**src/shared/motor_regs_pkg.sv**
```systemverilog
// Constants for the protection, speed command and fault registers.
// Assumes a 10 MHz system clock and a 24-bit serial frame from the host.
package motor_regs_pkg;

	////////////////////////////////////////////////////////////////////////////
	// Register addresses and word layout
	localparam logic [6:0]  ADDR_PROT_CFG     = 7'h0a;
	localparam logic [6:0]  ADDR_SPEED_CMD    = 7'h0b;
	localparam logic [6:0]  ADDR_FAULT        = 7'h2a;
	localparam int          WORD_W            = 16;
	localparam int          ADDR_W            = 7;
	localparam int          OCP_SEL_HI        = 13;
	localparam int          OCP_SEL_LO        = 12;
	localparam int          OV_SEL_BIT        = 11;
	localparam int          REG_ON_BIT        = 10;
	localparam int          GAIN_HI           = 9;
	localparam int          SPEED_W           = 12;
	localparam int          FAULT_W           = 6;
	localparam logic [15:0] PROT_CFG_WMASK    = 16'h3fff;
	localparam logic [15:0] SPEED_WMASK       = 16'h0fff;
	localparam logic [15:0] FAULT_WMASK       = 16'h003f;
	localparam logic [15:0] PROT_CFG_RESET    = 16'h0000;
	localparam logic [15:0] SPEED_RESET       = 16'h0000;
	localparam logic [5:0]  FAULT_RESET       = 6'h18;

	////////////////////////////////////////////////////////////////////////////
	// Serial frame
	localparam int          HEAD_BITS         = 8;
	localparam int          READ_BIT          = 7;

	////////////////////////////////////////////////////////////////////////////
	// Timing
	localparam int          CLK_HZ            = 10_000_000;
	localparam int          PWM_FULL_SCALE    = 4095;
	localparam int          SINE_STEPS        = 960;
	localparam int          COMM_TIMER_W      = 25;
	localparam int          LOOP_FMIN_HZ      = 50;
	localparam int          LOOP_FMAX_HZ      = 6700;
	localparam int          LOOP_PERIOD_MAX   = CLK_HZ / LOOP_FMIN_HZ;
	localparam int          LOOP_PERIOD_MIN   = CLK_HZ / LOOP_FMAX_HZ;

	typedef enum logic [1:0] {
		ST_IDLE = 2'b00,
		ST_HEAD = 2'b01,
		ST_DATA = 2'b11,
		ST_DONE = 2'b10
	} spi_state_t;

endpackage

```
**src/verilog/motor_ctrl_protect_speed_regs.sv**
```systemverilog
// Protection, speed command and fault registers behind the serial port,
// with PWM duty, spin-up gain, Hall decoding and the commutation timer.
// Assumes sclk no faster than clk/12 and the host drives frames MSB first.
`timescale 1ns/1ps
`default_nettype none

module motor_ctrl_protect_speed_regs
	import motor_regs_pkg::*;
#(
	parameter int TW = COMM_TIMER_W
) (
	input  wire logic          clk,               // System clock, 10 MHz
	input  wire logic          reset,             // Async reset, high
	input  wire logic          ce,                // Clock enable
	input  wire logic          spi_sel_n,         // Serial select, low
	input  wire logic          spi_sclk,          // Serial clock
	input  wire logic          spi_sdi,           // Serial data in
	output logic               spi_sdo,           // Serial data out
	output logic               spi_sdo_oe,        // Drive enable for data out
	input  wire logic          enable,            // Device enable pin
	input  wire logic [2:0]    hall,              // Hall W,V,U
	input  wire logic [5:0]    fault_in,          // Fault detectors, bit per flag
	input  wire logic          freq_mode,         // 1: clock frequency mode
	input  wire logic          reg_pwm_mode,      // 1: register PWM mode
	input  wire logic          speed_locked_n,    // Lock indicator, low when locked
	output logic [1:0]         fet_overcurrent_sel,       // Threshold code
	output logic               overvoltage_threshold_sel, // Lockout select
	output logic               aux_regulator_en,  // Regulator on
	output logic [9:0]         speed_loop_gain,   // Loop gain
	output logic               pwm_out,           // Register-mode PWM
	output logic [11:0]        spinup_gain,       // Open-loop gain
	output logic               spinup_active,     // Spin-up phase
	output logic [5:0]         phase_drive,       // AH,AL,BH,BL,CH,CL
	output logic [TW-1:0]      comm_period,       // Measured period
	output logic [9:0]         sine_step,         // Sine step index
	output logic               comm_too_slow,     // Below slowest rate
	output logic               comm_too_fast,     // Above fastest rate
	output logic               loop_in_range      // Loop in best band
);

	////////////////////////////////////////////////////////////////////////////
	// Pin synchronisers
	logic        sel_n_f, sclk_f, sdi_f, enable_f;
	logic [2:0]  hall_f;
	logic [5:0]  fault_f;

	pin_sync #(
		.W   (13),
		.RST (13'h1000)
	) u_sync (
		.clk   (clk),
		.reset (reset),
		.ce    (ce),
		.pin   ({spi_sel_n, spi_sclk, spi_sdi, enable, hall, fault_in}),
		.q     ({sel_n_f, sclk_f, sdi_f, enable_f, hall_f, fault_f})
	);

	////////////////////////////////////////////////////////////////////////////
	// Serial frame engine
	spi_state_t  state_r, state_nxt;
	logic        sclk_d_r, sclk_d_nxt;
	logic [4:0]  bitcnt_r, bitcnt_nxt;
	logic [7:0]  head_r, head_nxt;
	logic [15:0] din_r, din_nxt, dout_r, dout_nxt;
	logic        sdo_nxt, sdo_oe_nxt;
	logic        wr_stb_r, wr_stb_nxt;
	logic [6:0]  wr_addr_r, wr_addr_nxt;
	logic [15:0] wr_data_r, wr_data_nxt;
	logic        sclk_rise, sclk_fall;
	logic [6:0]  rd_addr;
	logic [15:0] rd_word;

	logic [15:0] cfg_r, cfg_nxt;
	logic [11:0] speed_r, speed_nxt;
	logic [5:0]  fault_r, fault_nxt;

	assign sclk_rise = sclk_f & ~sclk_d_r;
	assign sclk_fall = ~sclk_f & sclk_d_r;
	assign rd_addr   = {head_r[5:0], sdi_f};

	always_comb begin
		case (rd_addr)
			ADDR_PROT_CFG:  rd_word = cfg_r & PROT_CFG_WMASK;
			ADDR_SPEED_CMD: rd_word = {4'h0, speed_r};
			ADDR_FAULT:     rd_word = {10'h000, fault_r};
			default:        rd_word = 16'h0000;
		endcase
	end

	always_comb begin
		state_nxt   = state_r;
		sclk_d_nxt  = sclk_f;
		bitcnt_nxt  = bitcnt_r;
		head_nxt    = head_r;
		din_nxt     = din_r;
		dout_nxt    = dout_r;
		sdo_nxt     = spi_sdo;
		sdo_oe_nxt  = spi_sdo_oe;
		wr_stb_nxt  = 1'b0;
		wr_addr_nxt = wr_addr_r;
		wr_data_nxt = wr_data_r;
		if (sel_n_f) begin
			state_nxt  = ST_IDLE;
			bitcnt_nxt = '0;
			sdo_nxt    = 1'b0;
			sdo_oe_nxt = 1'b0;
		end else begin
			case (state_r)
				ST_IDLE: begin
					state_nxt  = ST_HEAD;
					bitcnt_nxt = '0;
					sdo_oe_nxt = 1'b1;
				end
				ST_HEAD: begin
					if (sclk_rise) begin
						head_nxt   = {head_r[6:0], sdi_f};
						bitcnt_nxt = bitcnt_r + 5'h01;
						if (bitcnt_r == 5'(HEAD_BITS - 1)) begin
							state_nxt  = ST_DATA;
							bitcnt_nxt = '0;
							dout_nxt   = rd_word;
						end
					end
				end
				ST_DATA: begin
					if (sclk_fall) begin
						sdo_nxt  = dout_r[15];
						dout_nxt = {dout_r[14:0], 1'b0};
					end
					if (sclk_rise) begin
						din_nxt    = {din_r[14:0], sdi_f};
						bitcnt_nxt = bitcnt_r + 5'h01;
						if (bitcnt_r == 5'(WORD_W - 1)) begin
							state_nxt   = ST_DONE;
							wr_stb_nxt  = ~head_r[READ_BIT];
							wr_addr_nxt = head_r[6:0];
							wr_data_nxt = {din_r[14:0], sdi_f};
						end
					end
				end
				ST_DONE: begin
					state_nxt = ST_DONE;
				end
				default: begin
					state_nxt = ST_IDLE;
				end
			endcase
		end
	end

	always_ff @(posedge clk or posedge reset) begin
		if (reset) begin
			state_r    <= ST_IDLE;
			sclk_d_r   <= 1'b0;
			bitcnt_r   <= '0;
			head_r     <= '0;
			din_r      <= '0;
			dout_r     <= '0;
			spi_sdo    <= 1'b0;
			spi_sdo_oe <= 1'b0;
			wr_stb_r   <= 1'b0;
			wr_addr_r  <= '0;
			wr_data_r  <= '0;
		end else if (ce) begin
			state_r    <= state_nxt;
			sclk_d_r   <= sclk_d_nxt;
			bitcnt_r   <= bitcnt_nxt;
			head_r     <= head_nxt;
			din_r      <= din_nxt;
			dout_r     <= dout_nxt;
			spi_sdo    <= sdo_nxt;
			spi_sdo_oe <= sdo_oe_nxt;
			wr_stb_r   <= wr_stb_nxt;
			wr_addr_r  <= wr_addr_nxt;
			wr_data_r  <= wr_data_nxt;
		end
	end

	////////////////////////////////////////////////////////////////////////////
	// Register file
	always_comb begin
		cfg_nxt   = cfg_r;
		speed_nxt = speed_r;
		fault_nxt = fault_r;
		if (wr_stb_r) begin
			case (wr_addr_r)
				ADDR_PROT_CFG: begin
					cfg_nxt = wr_data_r & PROT_CFG_WMASK;
					if (!enable_f) begin
						cfg_nxt[REG_ON_BIT] = cfg_r[REG_ON_BIT];
					end
				end
				ADDR_SPEED_CMD: begin
					speed_nxt = wr_data_r[SPEED_W-1:0];
				end
				ADDR_FAULT: begin
					fault_nxt = fault_r & wr_data_r[FAULT_W-1:0];
				end
				default: begin
					cfg_nxt = cfg_r;
				end
			endcase
		end
		fault_nxt = fault_nxt | fault_f;
	end

	always_ff @(posedge clk or posedge reset) begin
		if (reset) begin
			cfg_r   <= PROT_CFG_RESET;
			speed_r <= SPEED_RESET[SPEED_W-1:0];
			fault_r <= FAULT_RESET;
		end else if (ce) begin
			cfg_r   <= cfg_nxt;
			speed_r <= speed_nxt;
			fault_r <= fault_nxt;
		end
	end

	assign fet_overcurrent_sel       = cfg_r[OCP_SEL_HI:OCP_SEL_LO];
	assign overvoltage_threshold_sel = cfg_r[OV_SEL_BIT];
	assign speed_loop_gain           = cfg_r[GAIN_HI:0];

	////////////////////////////////////////////////////////////////////////////
	// Drive outputs
	localparam logic [11:0] PWM_LAST = 12'(PWM_FULL_SCALE - 1);
	localparam logic [TW-1:0] RANGE_LO = TW'(LOOP_PERIOD_MIN);
	localparam logic [TW-1:0] RANGE_HI = TW'(LOOP_PERIOD_MAX);

	logic [11:0] pwm_cnt_r, pwm_cnt_nxt, spinup_gain_nxt;
	logic        pwm_nxt, reg_en_nxt, spinup_nxt, in_range_nxt;
	logic [5:0]  drive_nxt;
	logic        hall_u_d_r;
	logic [TW-1:0] period_w;

	function automatic logic [5:0] hall_decode(input logic [2:0] h);
		case (h)
			3'b101:  hall_decode = 6'b100100;
			3'b100:  hall_decode = 6'b100001;
			3'b110:  hall_decode = 6'b001001;
			3'b010:  hall_decode = 6'b011000;
			3'b011:  hall_decode = 6'b010010;
			3'b001:  hall_decode = 6'b000110;
			default: hall_decode = 6'b000000;
		endcase
	endfunction

	always_comb begin
		pwm_cnt_nxt     = (pwm_cnt_r == PWM_LAST) ? 12'h000 : pwm_cnt_r + 12'h001;
		pwm_nxt         = reg_pwm_mode && (pwm_cnt_nxt < speed_r);
		reg_en_nxt      = cfg_r[REG_ON_BIT] | enable_f;
		spinup_nxt      = freq_mode & speed_locked_n;
		spinup_gain_nxt = spinup_nxt ? speed_r : 12'h000;
		drive_nxt       = hall_decode(hall_f);
		in_range_nxt    = (period_w >= RANGE_LO) && (period_w <= RANGE_HI);
	end

	always_ff @(posedge clk or posedge reset) begin
		if (reset) begin
			pwm_cnt_r        <= '0;
			pwm_out          <= 1'b0;
			aux_regulator_en <= 1'b0;
			spinup_active    <= 1'b0;
			spinup_gain      <= '0;
			phase_drive      <= '0;
			loop_in_range    <= 1'b0;
			hall_u_d_r       <= 1'b0;
		end else if (ce) begin
			pwm_cnt_r        <= pwm_cnt_nxt;
			pwm_out          <= pwm_nxt;
			aux_regulator_en <= reg_en_nxt;
			spinup_active    <= spinup_nxt;
			spinup_gain      <= spinup_gain_nxt;
			phase_drive      <= drive_nxt;
			loop_in_range    <= in_range_nxt;
			hall_u_d_r       <= hall_f[0];
		end
	end

	////////////////////////////////////////////////////////////////////////////
	// Commutation timer
	commutation_timer #(
		.TW    (TW),
		.STEPS (SINE_STEPS)
	) u_timer (
		.clk        (clk),
		.reset      (reset),
		.ce         (ce),
		.hall_edge  (hall_f[0] & ~hall_u_d_r),
		.period_r   (period_w),
		.step_idx_r (sine_step),
		.too_slow_r (comm_too_slow),
		.too_fast_r (comm_too_fast)
	);

	assign comm_period = period_w;

endmodule
`default_nettype wire

```
**src/verilog/pin_sync.sv**
```systemverilog
// Three-stage synchroniser for pin inputs with an agreement filter.
// Assumes pins are asynchronous to clk; output changes when stages 2 and 3 agree.
`timescale 1ns/1ps
`default_nettype none
module pin_sync #(
	parameter int          W   = 1,
	parameter logic [W-1:0] RST = '0
) (
	input  wire logic         clk,    // System clock
	input  wire logic         reset,  // Async reset, high
	input  wire logic         ce,     // Clock enable
	input  wire logic [W-1:0] pin,    // Raw pins
	output logic      [W-1:0] q       // Filtered level
);

	logic [W-1:0] s1_r, s2_r, s3_r, q_nxt;

	always_comb begin
		q_nxt = q;
		for (int i = 0; i < W; i++) begin
			if (s2_r[i] == s3_r[i]) begin
				q_nxt[i] = s3_r[i];
			end
		end
	end

	always_ff @(posedge clk or posedge reset) begin
		if (reset) begin
			s1_r <= RST;
			s2_r <= RST;
			s3_r <= RST;
			q    <= RST;
		end else if (ce) begin
			s1_r <= pin;
			s2_r <= s1_r;
			s3_r <= s2_r;
			q    <= q_nxt;
		end
	end

endmodule
`default_nettype wire

```
**src/verilog/commutation_timer.sv**
```systemverilog
// Sine commutation timer: measures the electrical period and spreads steps over it.
// Assumes hall_edge is a one-cycle pulse once per electrical cycle.
`timescale 1ns/1ps
`default_nettype none
module commutation_timer
	import motor_regs_pkg::*;
#(
	parameter int TW    = COMM_TIMER_W,
	parameter int STEPS = SINE_STEPS
) (
	input  wire logic          clk,        // System clock
	input  wire logic          reset,      // Async reset, high
	input  wire logic          ce,         // Clock enable
	input  wire logic          hall_edge,  // Start of electrical cycle
	output logic      [TW-1:0] period_r,   // Last measured period
	output logic      [9:0]    step_idx_r, // Sine step 0..STEPS-1
	output logic               too_slow_r, // Period counter saturated
	output logic               too_fast_r  // Period shorter than STEPS
);

	localparam logic [TW-1:0] CNT_MAX  = '1;
	localparam logic [TW:0]   STEP_INC = (TW+1)'(STEPS);
	localparam logic [9:0]    IDX_LAST = 10'(STEPS - 1);

	logic [TW-1:0] cnt_r, cnt_nxt, period_nxt, acc_r, acc_nxt;
	logic [9:0]    step_idx_nxt;
	logic          too_slow_nxt, too_fast_nxt, step;
	logic [TW:0]   sum;

	always_comb begin
		cnt_nxt      = cnt_r;
		period_nxt   = period_r;
		too_slow_nxt = too_slow_r;
		too_fast_nxt = too_fast_r;
		acc_nxt      = acc_r;
		step_idx_nxt = step_idx_r;
		step         = 1'b0;
		sum          = {1'b0, acc_r} + STEP_INC;
		if (hall_edge) begin
			period_nxt   = cnt_r;
			too_fast_nxt = (cnt_r < TW'(STEPS));
			too_slow_nxt = 1'b0;
			cnt_nxt      = TW'(1);
			acc_nxt      = '0;
			step_idx_nxt = '0;
		end else begin
			if (cnt_r == CNT_MAX) begin
				too_slow_nxt = 1'b1;
			end else begin
				cnt_nxt = cnt_r + TW'(1);
			end
			if (too_fast_r) begin
				step    = 1'b1;
				acc_nxt = '0;
			end else if (sum >= {1'b0, period_r}) begin
				step    = 1'b1;
				acc_nxt = TW'(sum - {1'b0, period_r});
			end else begin
				acc_nxt = sum[TW-1:0];
			end
			if (step && !too_slow_r) begin
				step_idx_nxt = (step_idx_r == IDX_LAST) ? 10'h000 : step_idx_r + 10'h001;
			end
		end
	end

	always_ff @(posedge clk or posedge reset) begin
		if (reset) begin
			cnt_r      <= '0;
			period_r   <= '1;
			acc_r      <= '0;
			step_idx_r <= '0;
			too_slow_r <= 1'b0;
			too_fast_r <= 1'b0;
		end else if (ce) begin
			cnt_r      <= cnt_nxt;
			period_r   <= period_nxt;
			acc_r      <= acc_nxt;
			step_idx_r <= step_idx_nxt;
			too_slow_r <= too_slow_nxt;
			too_fast_r <= too_fast_nxt;
		end
	end

endmodule
`default_nettype wire

```
**config.mk**
```make
export PLATFORM = sky130hd
export DESIGN_NAME = motor_ctrl_protect_speed_regs
export DESIGN_NICKNAME = d
export VERILOG_FILES = /design/src/shared/motor_regs_pkg.sv /design/src/verilog/motor_ctrl_protect_speed_regs.sv /design/src/verilog/pin_sync.sv /design/src/verilog/commutation_timer.sv
export SDC_FILE = /design/constraint.sdc
export NUM_CORES = 1
export LEC_CHECK = 0
export ABC_AREA = 1
export ABC_CLOCK_PERIOD_IN_PS = 22900
export BUFFER_PORTS_ARGS = -buffer_cell sky130_fd_sc_hd__buf_2
export CAP_MARGIN = 5
export CORE_ASPECT_RATIO = 0.6
export CORE_MARGIN = 1
export CORE_UTILIZATION = 45
export DETAILED_ROUTE_END_ITERATION = 10
export GPL_TIMING_DRIVEN = 0
export SLEW_MARGIN = 10
export SYNTH_ARGS = -nofsm -noshare
export SYNTH_HDL_FRONTEND = slang
export SYNTH_SLANG_ARGS = --single-unit
```
**constraint.sdc**
```tcl
create_clock -name clk -period 22.9 [get_ports clk]
set_input_delay 2.29 -clock clk [delete_from_list [all_inputs] [get_ports clk]]
set_output_delay 2.29 -clock clk [all_outputs]
set_load 0.01 [all_outputs]
```
Word level (Yosys, flattened, before mapping) --
Index checks and enable logic that the tools add are counted.
Operators by class: add/sub/neg operators 6, multiply operators 0, divide/modulo/power cells 0, order comparisons 5, eq/ne operators 41, shift operators 0, muxes and demuxes 43, bitwise operators 12, reduce and logical (&&, ||, !) cells 40
Operators by type and width (count):
- $mux 25 | 5
- $mux 16 | 3
- $pmux 14 s3 | 1
- $pmux 6 s6 | 1
- $reduce_and 2->1 | 18
- $pmux 16 s2 | 1
- $mux 10 | 3
- $eq 7x4->1 const B | 4
- $add 25x10->26 const B | 1
- $ge 26x25->1 | 1
- $add 25x1->25 const B | 1
- $eq 25x25->1 const B | 1
- $ge 25x11->1 const B | 1
- $le 25x18->1 const B | 1
- $lt 25x10->1 const B | 1
- $sub 25x25->25 | 1
- $mux 12 | 2
- $mux 5 | 4
- $reduce_and 4->1 | 4
- $pmux 5 s3 | 1
- $eq 7x6->1 const B | 2
- $mux 1 | 14
- $eq 1x1->1 | 13
- $add 12x1->12 const B | 1
- 31 further kinds | 62
Word-level totals: register bits after elaboration 275, latch bits 0, RAM bits 0, bits in read-only memories 0, output and inout bits 74, logic and storage cells 192, memories 0

Depth between registers and ports, before layout --
depth after elaboration 8, depth in mapped cells 26, mapped depth without buffers 26

Hierarchy --
A second synthesis with hierarchy kept.
Second synthesis, totals: cells, all modules 2098, area total of the unflattened synthesis 15661.3 µm²
By module, submodules not included:
- commutation_timer | instances 1, cells each 1068, area each 6926.6 µm²
- motor_ctrl_protect_speed_regs | instances 1, cells each 763, area each 6495.0 µm²
- pin_sync | instances 1, cells each 267, area each 2239.6 µm²

Worst setup path before layout --
No wires, ideal clock.
path type input port to flip-flop, start point input port ce, end point register cfg_r[0], setup time 130 ps, data arrival time 3403 ps, required time 22770 ps, slack 19367 ps, stages 8, cell sequence buf_4 inv_2 nor4_1 and2b_1 nand2_1 clkbuf_1 nand2_1 o21ai_0
On the way: cells in the longest elaborated chain, start to end 1
RTL lines:
- from (decl) | line motor_ctrl_protect_speed_regs.sv:14 | input wire logic ce,
- $reduce_and 3->1 (no line)
- to (signal assigned) | line motor_ctrl_protect_speed_regs.sv:213 | cfg_r <= cfg_nxt;
- to (decl) | line motor_ctrl_protect_speed_regs.sv:73 | logic [15:0] cfg_r, cfg_nxt;
No other way between the ends. A chain may end at the register's enable or synchronous reset.

Worst setup path in the final report --
start point register u_timer.acc_r[6], end point register u_timer.acc_r[20]
On the way: cells in the longest elaborated chain, start to end 5, elaborated cells between the ends (all ways) 6, those cells by class add/sub: 2; order compare: 1; mux: 3
RTL lines:
- from (decl) | line commutation_timer.sv:25 | logic [TW-1:0] cnt_r, cnt_nxt, period_nxt, acc_r, acc_nxt;
- from (signal assigned) | line commutation_timer.sv:78 | acc_r <= acc_nxt;
- $add 25x10->26 (*) | line commutation_timer.sv:38 | sum = {1'b0, acc_r} + STEP_INC;
- $sub 25x25->25 / $ge 26x25->1 (equally long branches) | line commutation_timer.sv:57, commutation_timer.sv:55
- $mux 25 (*) | line commutation_timer.sv:55 | end else if (sum >= {1'b0, period_r}) begin
- $mux 25 (*) | line commutation_timer.sv:52 | if (too_fast_r) begin
- $mux 25 (*) | line commutation_timer.sv:39 | if (hall_edge) begin
Mark *: on every way between the ends. The rest lies on a longest branch, timed or not.

==> impl_metrics.toml <==
[outcome]
status = "complete, no violations"

[routing]
viasPerCell = 5.40
dr_total_vias = 13400
wire_per_inst_um = 18.7
post-route-drc-count = 0
firstDrtPassIters = 6
routed_wl_um = 46300
ant_nets = 0
drt_iter0_drc = 1421

[clock_tree]
cts.sinks = 275
clkTransAtPathRegs_ps = 60
clock_latency_ps = 570
cts_resized = 0
cts_setup_buffers = 0
clockBufferDepth = 3
cts_buffers = 27
cts_tree = "done"
cts_max_level = 1
cts_hold_buf = 0
cts_root_buffer = "clkbuf_16"

[grt]
grt_overflow = 0
grt_pass1_vias = 12200
antenna_found_initial = 0
grt_use_total = 0.282
grt_start_max_net_pins = 114
grt_pass1_wl_um = 72500

[critical_path]
slowest_delay_ps = 390
cp_top_family = "simple AND/OR/NAND/NOR gates"
required_ps = 23340
crit_top_cell = "nand2_1"
crit_slowest_cell = "ha_1"
start_kind = "flop"
critPathMaxFanout = 10
cp-end-kind = "flop"
critical_path_arrival_ps = 4520
critPathKind = "reg2reg"
cp_cell_sequence = "inv_1 > ha_1 > nand2_1 > nand3_1 > nor2_1 > nand2_1 > nor2_1 > xor2_1 > inv_1 > ha_1 > nand2_1 > nor2_1 > nand2_1 > nor2_1 > nand2_1 > nand2_1 > nor2_1 > nand2_2 > nor2_4 > nand2_1 > buf_2 > nand3_1 > nand3_1 > nand2_1"
path_buf_inv = 3

[place]
gp_congestion = 0.974
hpwlAfterDp_um = 36400
place_area_mm2 = 0.0158
dp_cells = 2423
portBuffers = 91

[timing]
worstMarginPinSlew_ps = 732
setup_viol = 0
layout_min_cycle_time_ps = 4070
relSlewSlack = 0.508
rsz0062_at_grt = "no"
maxSlewViolCount = 0
setup_tns_ps = 0
fin_crit_sh = 0.178
hold_viol = 0
clock_skew_ps = 17.0
fmax_mhz = 246

[yosys]
syn_avg_cell_area_um2 = 7.71
synth_nets = 1977
ys_seq_area_frac = 0.469
yosysUniqueCellTypes = 51
synth.cell_area_mm2 = 0.0148
ys_warn_count = 0
synth-edff-count = 0
async_reset_ff_frac = 1.00
ys_ff_latch = 275
postSynthCellCount = 1914
synthFlopType = "dfrtp_1"

[layout]
fin_cells = 2473
n_antenna_cell = 0
utilization = 0.525
fin_nets = 2099
final_cell_mix = "566 x nand2_1, 244 x dfrtp_1, 224 x inv_1, 191 x o21ai_0, 126 x nor2_1"
syn2layout_area_growth_pct = 12.8
fill_cells = 3098
drive_above_1_share = 0.108
final_common_cell = "nand2_1"
fin_area_mm2 = 0.0167

[die]
die_width_um = 236
start_util = 0.465
row_count = 50
die-area_mm2 = 0.0335
core_area_mm2 = 0.0317
die_h_um = 142
pin_count = 93

[job]
cap_violations = 0

[power]
total_leakage_power_nw = 8.08
p_per_area_mw_per_mm2 = 112
vdd_drop_max_mv = 0.0587

[hold_path]
hold_class = "reg2reg"
## cell usage after synthesis, types with 2 or more instances
cell	n	area, µm²
nor2_1	126	473
nand3_1	125	626
buf_1	4	15.0
nor2_4	2	22.5
nor3_2	2	20.0
ha_1	43	538
dfrtp_1	244	6110
a21boi_0	2	15.0
buf_6	5	56.3
nand3_2	5	50.1
inv_2	5	18.8
dfstp_2	31	815
o22ai_1	3	18.8
o21ai_1	26	130
clkbuf_1	45	169
nor2_2	5	31.3
a221oi_1	5	43.8
a31oi_1	2	12.5
nor3b_1	4	30.0
inv_1	225	845
buf_2	6	30.0
or2_2	3	18.8
o21ai_0	191	956
nand2_2	4	25.0
xor2_1	27	236
nand3b_1	6	45.0
o211ai_1	6	45.0
nor4_1	9	56.3
nor3_1	22	110
o31ai_1	9	67.6
xnor2_1	12	105
buf_4	16	120
nand4_1	50	313
a21oi_1	59	295
o21bai_1	3	22.5
mux2_2	2	22.5
nand2_1	566	2120
## worst register-to-register path, delay by kind of cell (launching register included)
family	cells	cell delay [ps]
and+or+nand+nor	18	2310
DFF	1	340
adders and majority gates	2	650
xor gates and xnor gates	1	230
buffers and inverters	3	430
## flip-flops by register name, summed over array words and instances (netlist names), 13 cells and up
register	count
u_sync.s2_r	13
u_sync.s3_r	13
dout_r	16
din_r	13
u_sync.s1_r	13
cfg_r	14
wr_data_r	14
u_sync.q	13
u_timer.acc_r	25
u_timer.cnt_r	25
u_timer.period_r	25
## power by group
| group | internal [W] | leakage (nW) | switching, W | total (W) |
|---|---|---|---|---|
| combinational | 0.000268 | 4.09 | 0.000540 | 0.000809 |
| sequential | 0.000557 | 3.57 | 0.0000661 | 0.000623 |
| clock | 0.000242 | 0.418 | 0.000199 | 0.000441 |
| total | 0.00107 | 8.08 | 0.000805 | 0.00187 |
## cell type report
type / instances / area, µm² / area share
plain buffers: 76 / 390 / 0.0234
well taps: 416 / 520 / 0.0313
clock inverters: 10 / 100 / 0.00601
multi-input cells: 1332 / 6580 / 0.395
repair buffers: 93 / 510 / 0.0307
clock buffers: 40 / 754 / 0.0453
flip-flops and latches: 275 / 6920 / 0.416
inverters: 231 / 875 / 0.0525
## stage by stage
stage / setup slack [ps] / hold slack, ps / power (W)
4_1_cts: 18940 / 456 / 0.00187
6_report: 18830 / 458 / 0.00187
2_1_floorplan: 13080 / 434 / 0.00118
3_5_place_dp: 18710 / 446 / 0.00142
3_3_place_gp: 9740 / 448 / 0.00141
5_1_grt: 18410 / 495 / 0.00201
## logic make-up (layout without fill, tap and decap cells)
kind of cell | count (synthesis) | in the layout | synth area share
AO/OA/AOI/OAI | 313 | 313 | 0.113
multiplexers | 2 | 2 | 0.00153
flip-flops | 275 | 275 | 0.469
adder cells (fa/ha/maj) | 44 | 44 | 0.0378
buffers and inverters | 307 | 450 | 0.0852
XOR/XNOR | 39 | 39 | 0.0231
AND/OR/NAND/NOR | 934 | 934 | 0.271
## per-layer routing
metal	global-route usage	share of wire	up-vias
met5	0	0	-
met4	0.0365	0.010	0
li1	-	-	6464
met2	0.338	0.35	476
met1	0.485	0.54	6382
met3	0.0753	0.099	31
## path summary, 6_finish.rpt
path	startpoint	endpoint	slack, ps	depth (start not counted)
worst min register to register	u_sync.s1_r[12]	u_sync.s2_r[12]	460	2
worst max-delay path	u_timer.acc_r[6]	u_timer.acc_r[20]	18830	24
worst max register to register	u_timer.acc_r[6]	u_timer.acc_r[20]	18830	24
max in group asynchronous	reset	u_timer.cnt_r[5]	20030	3
worst min-delay path	u_sync.s1_r[12]	u_sync.s2_r[12]	460	2
min in group asynchronous	reset	u_timer.acc_r[24]	1830	2
Power figures use the tool's default switching activity.
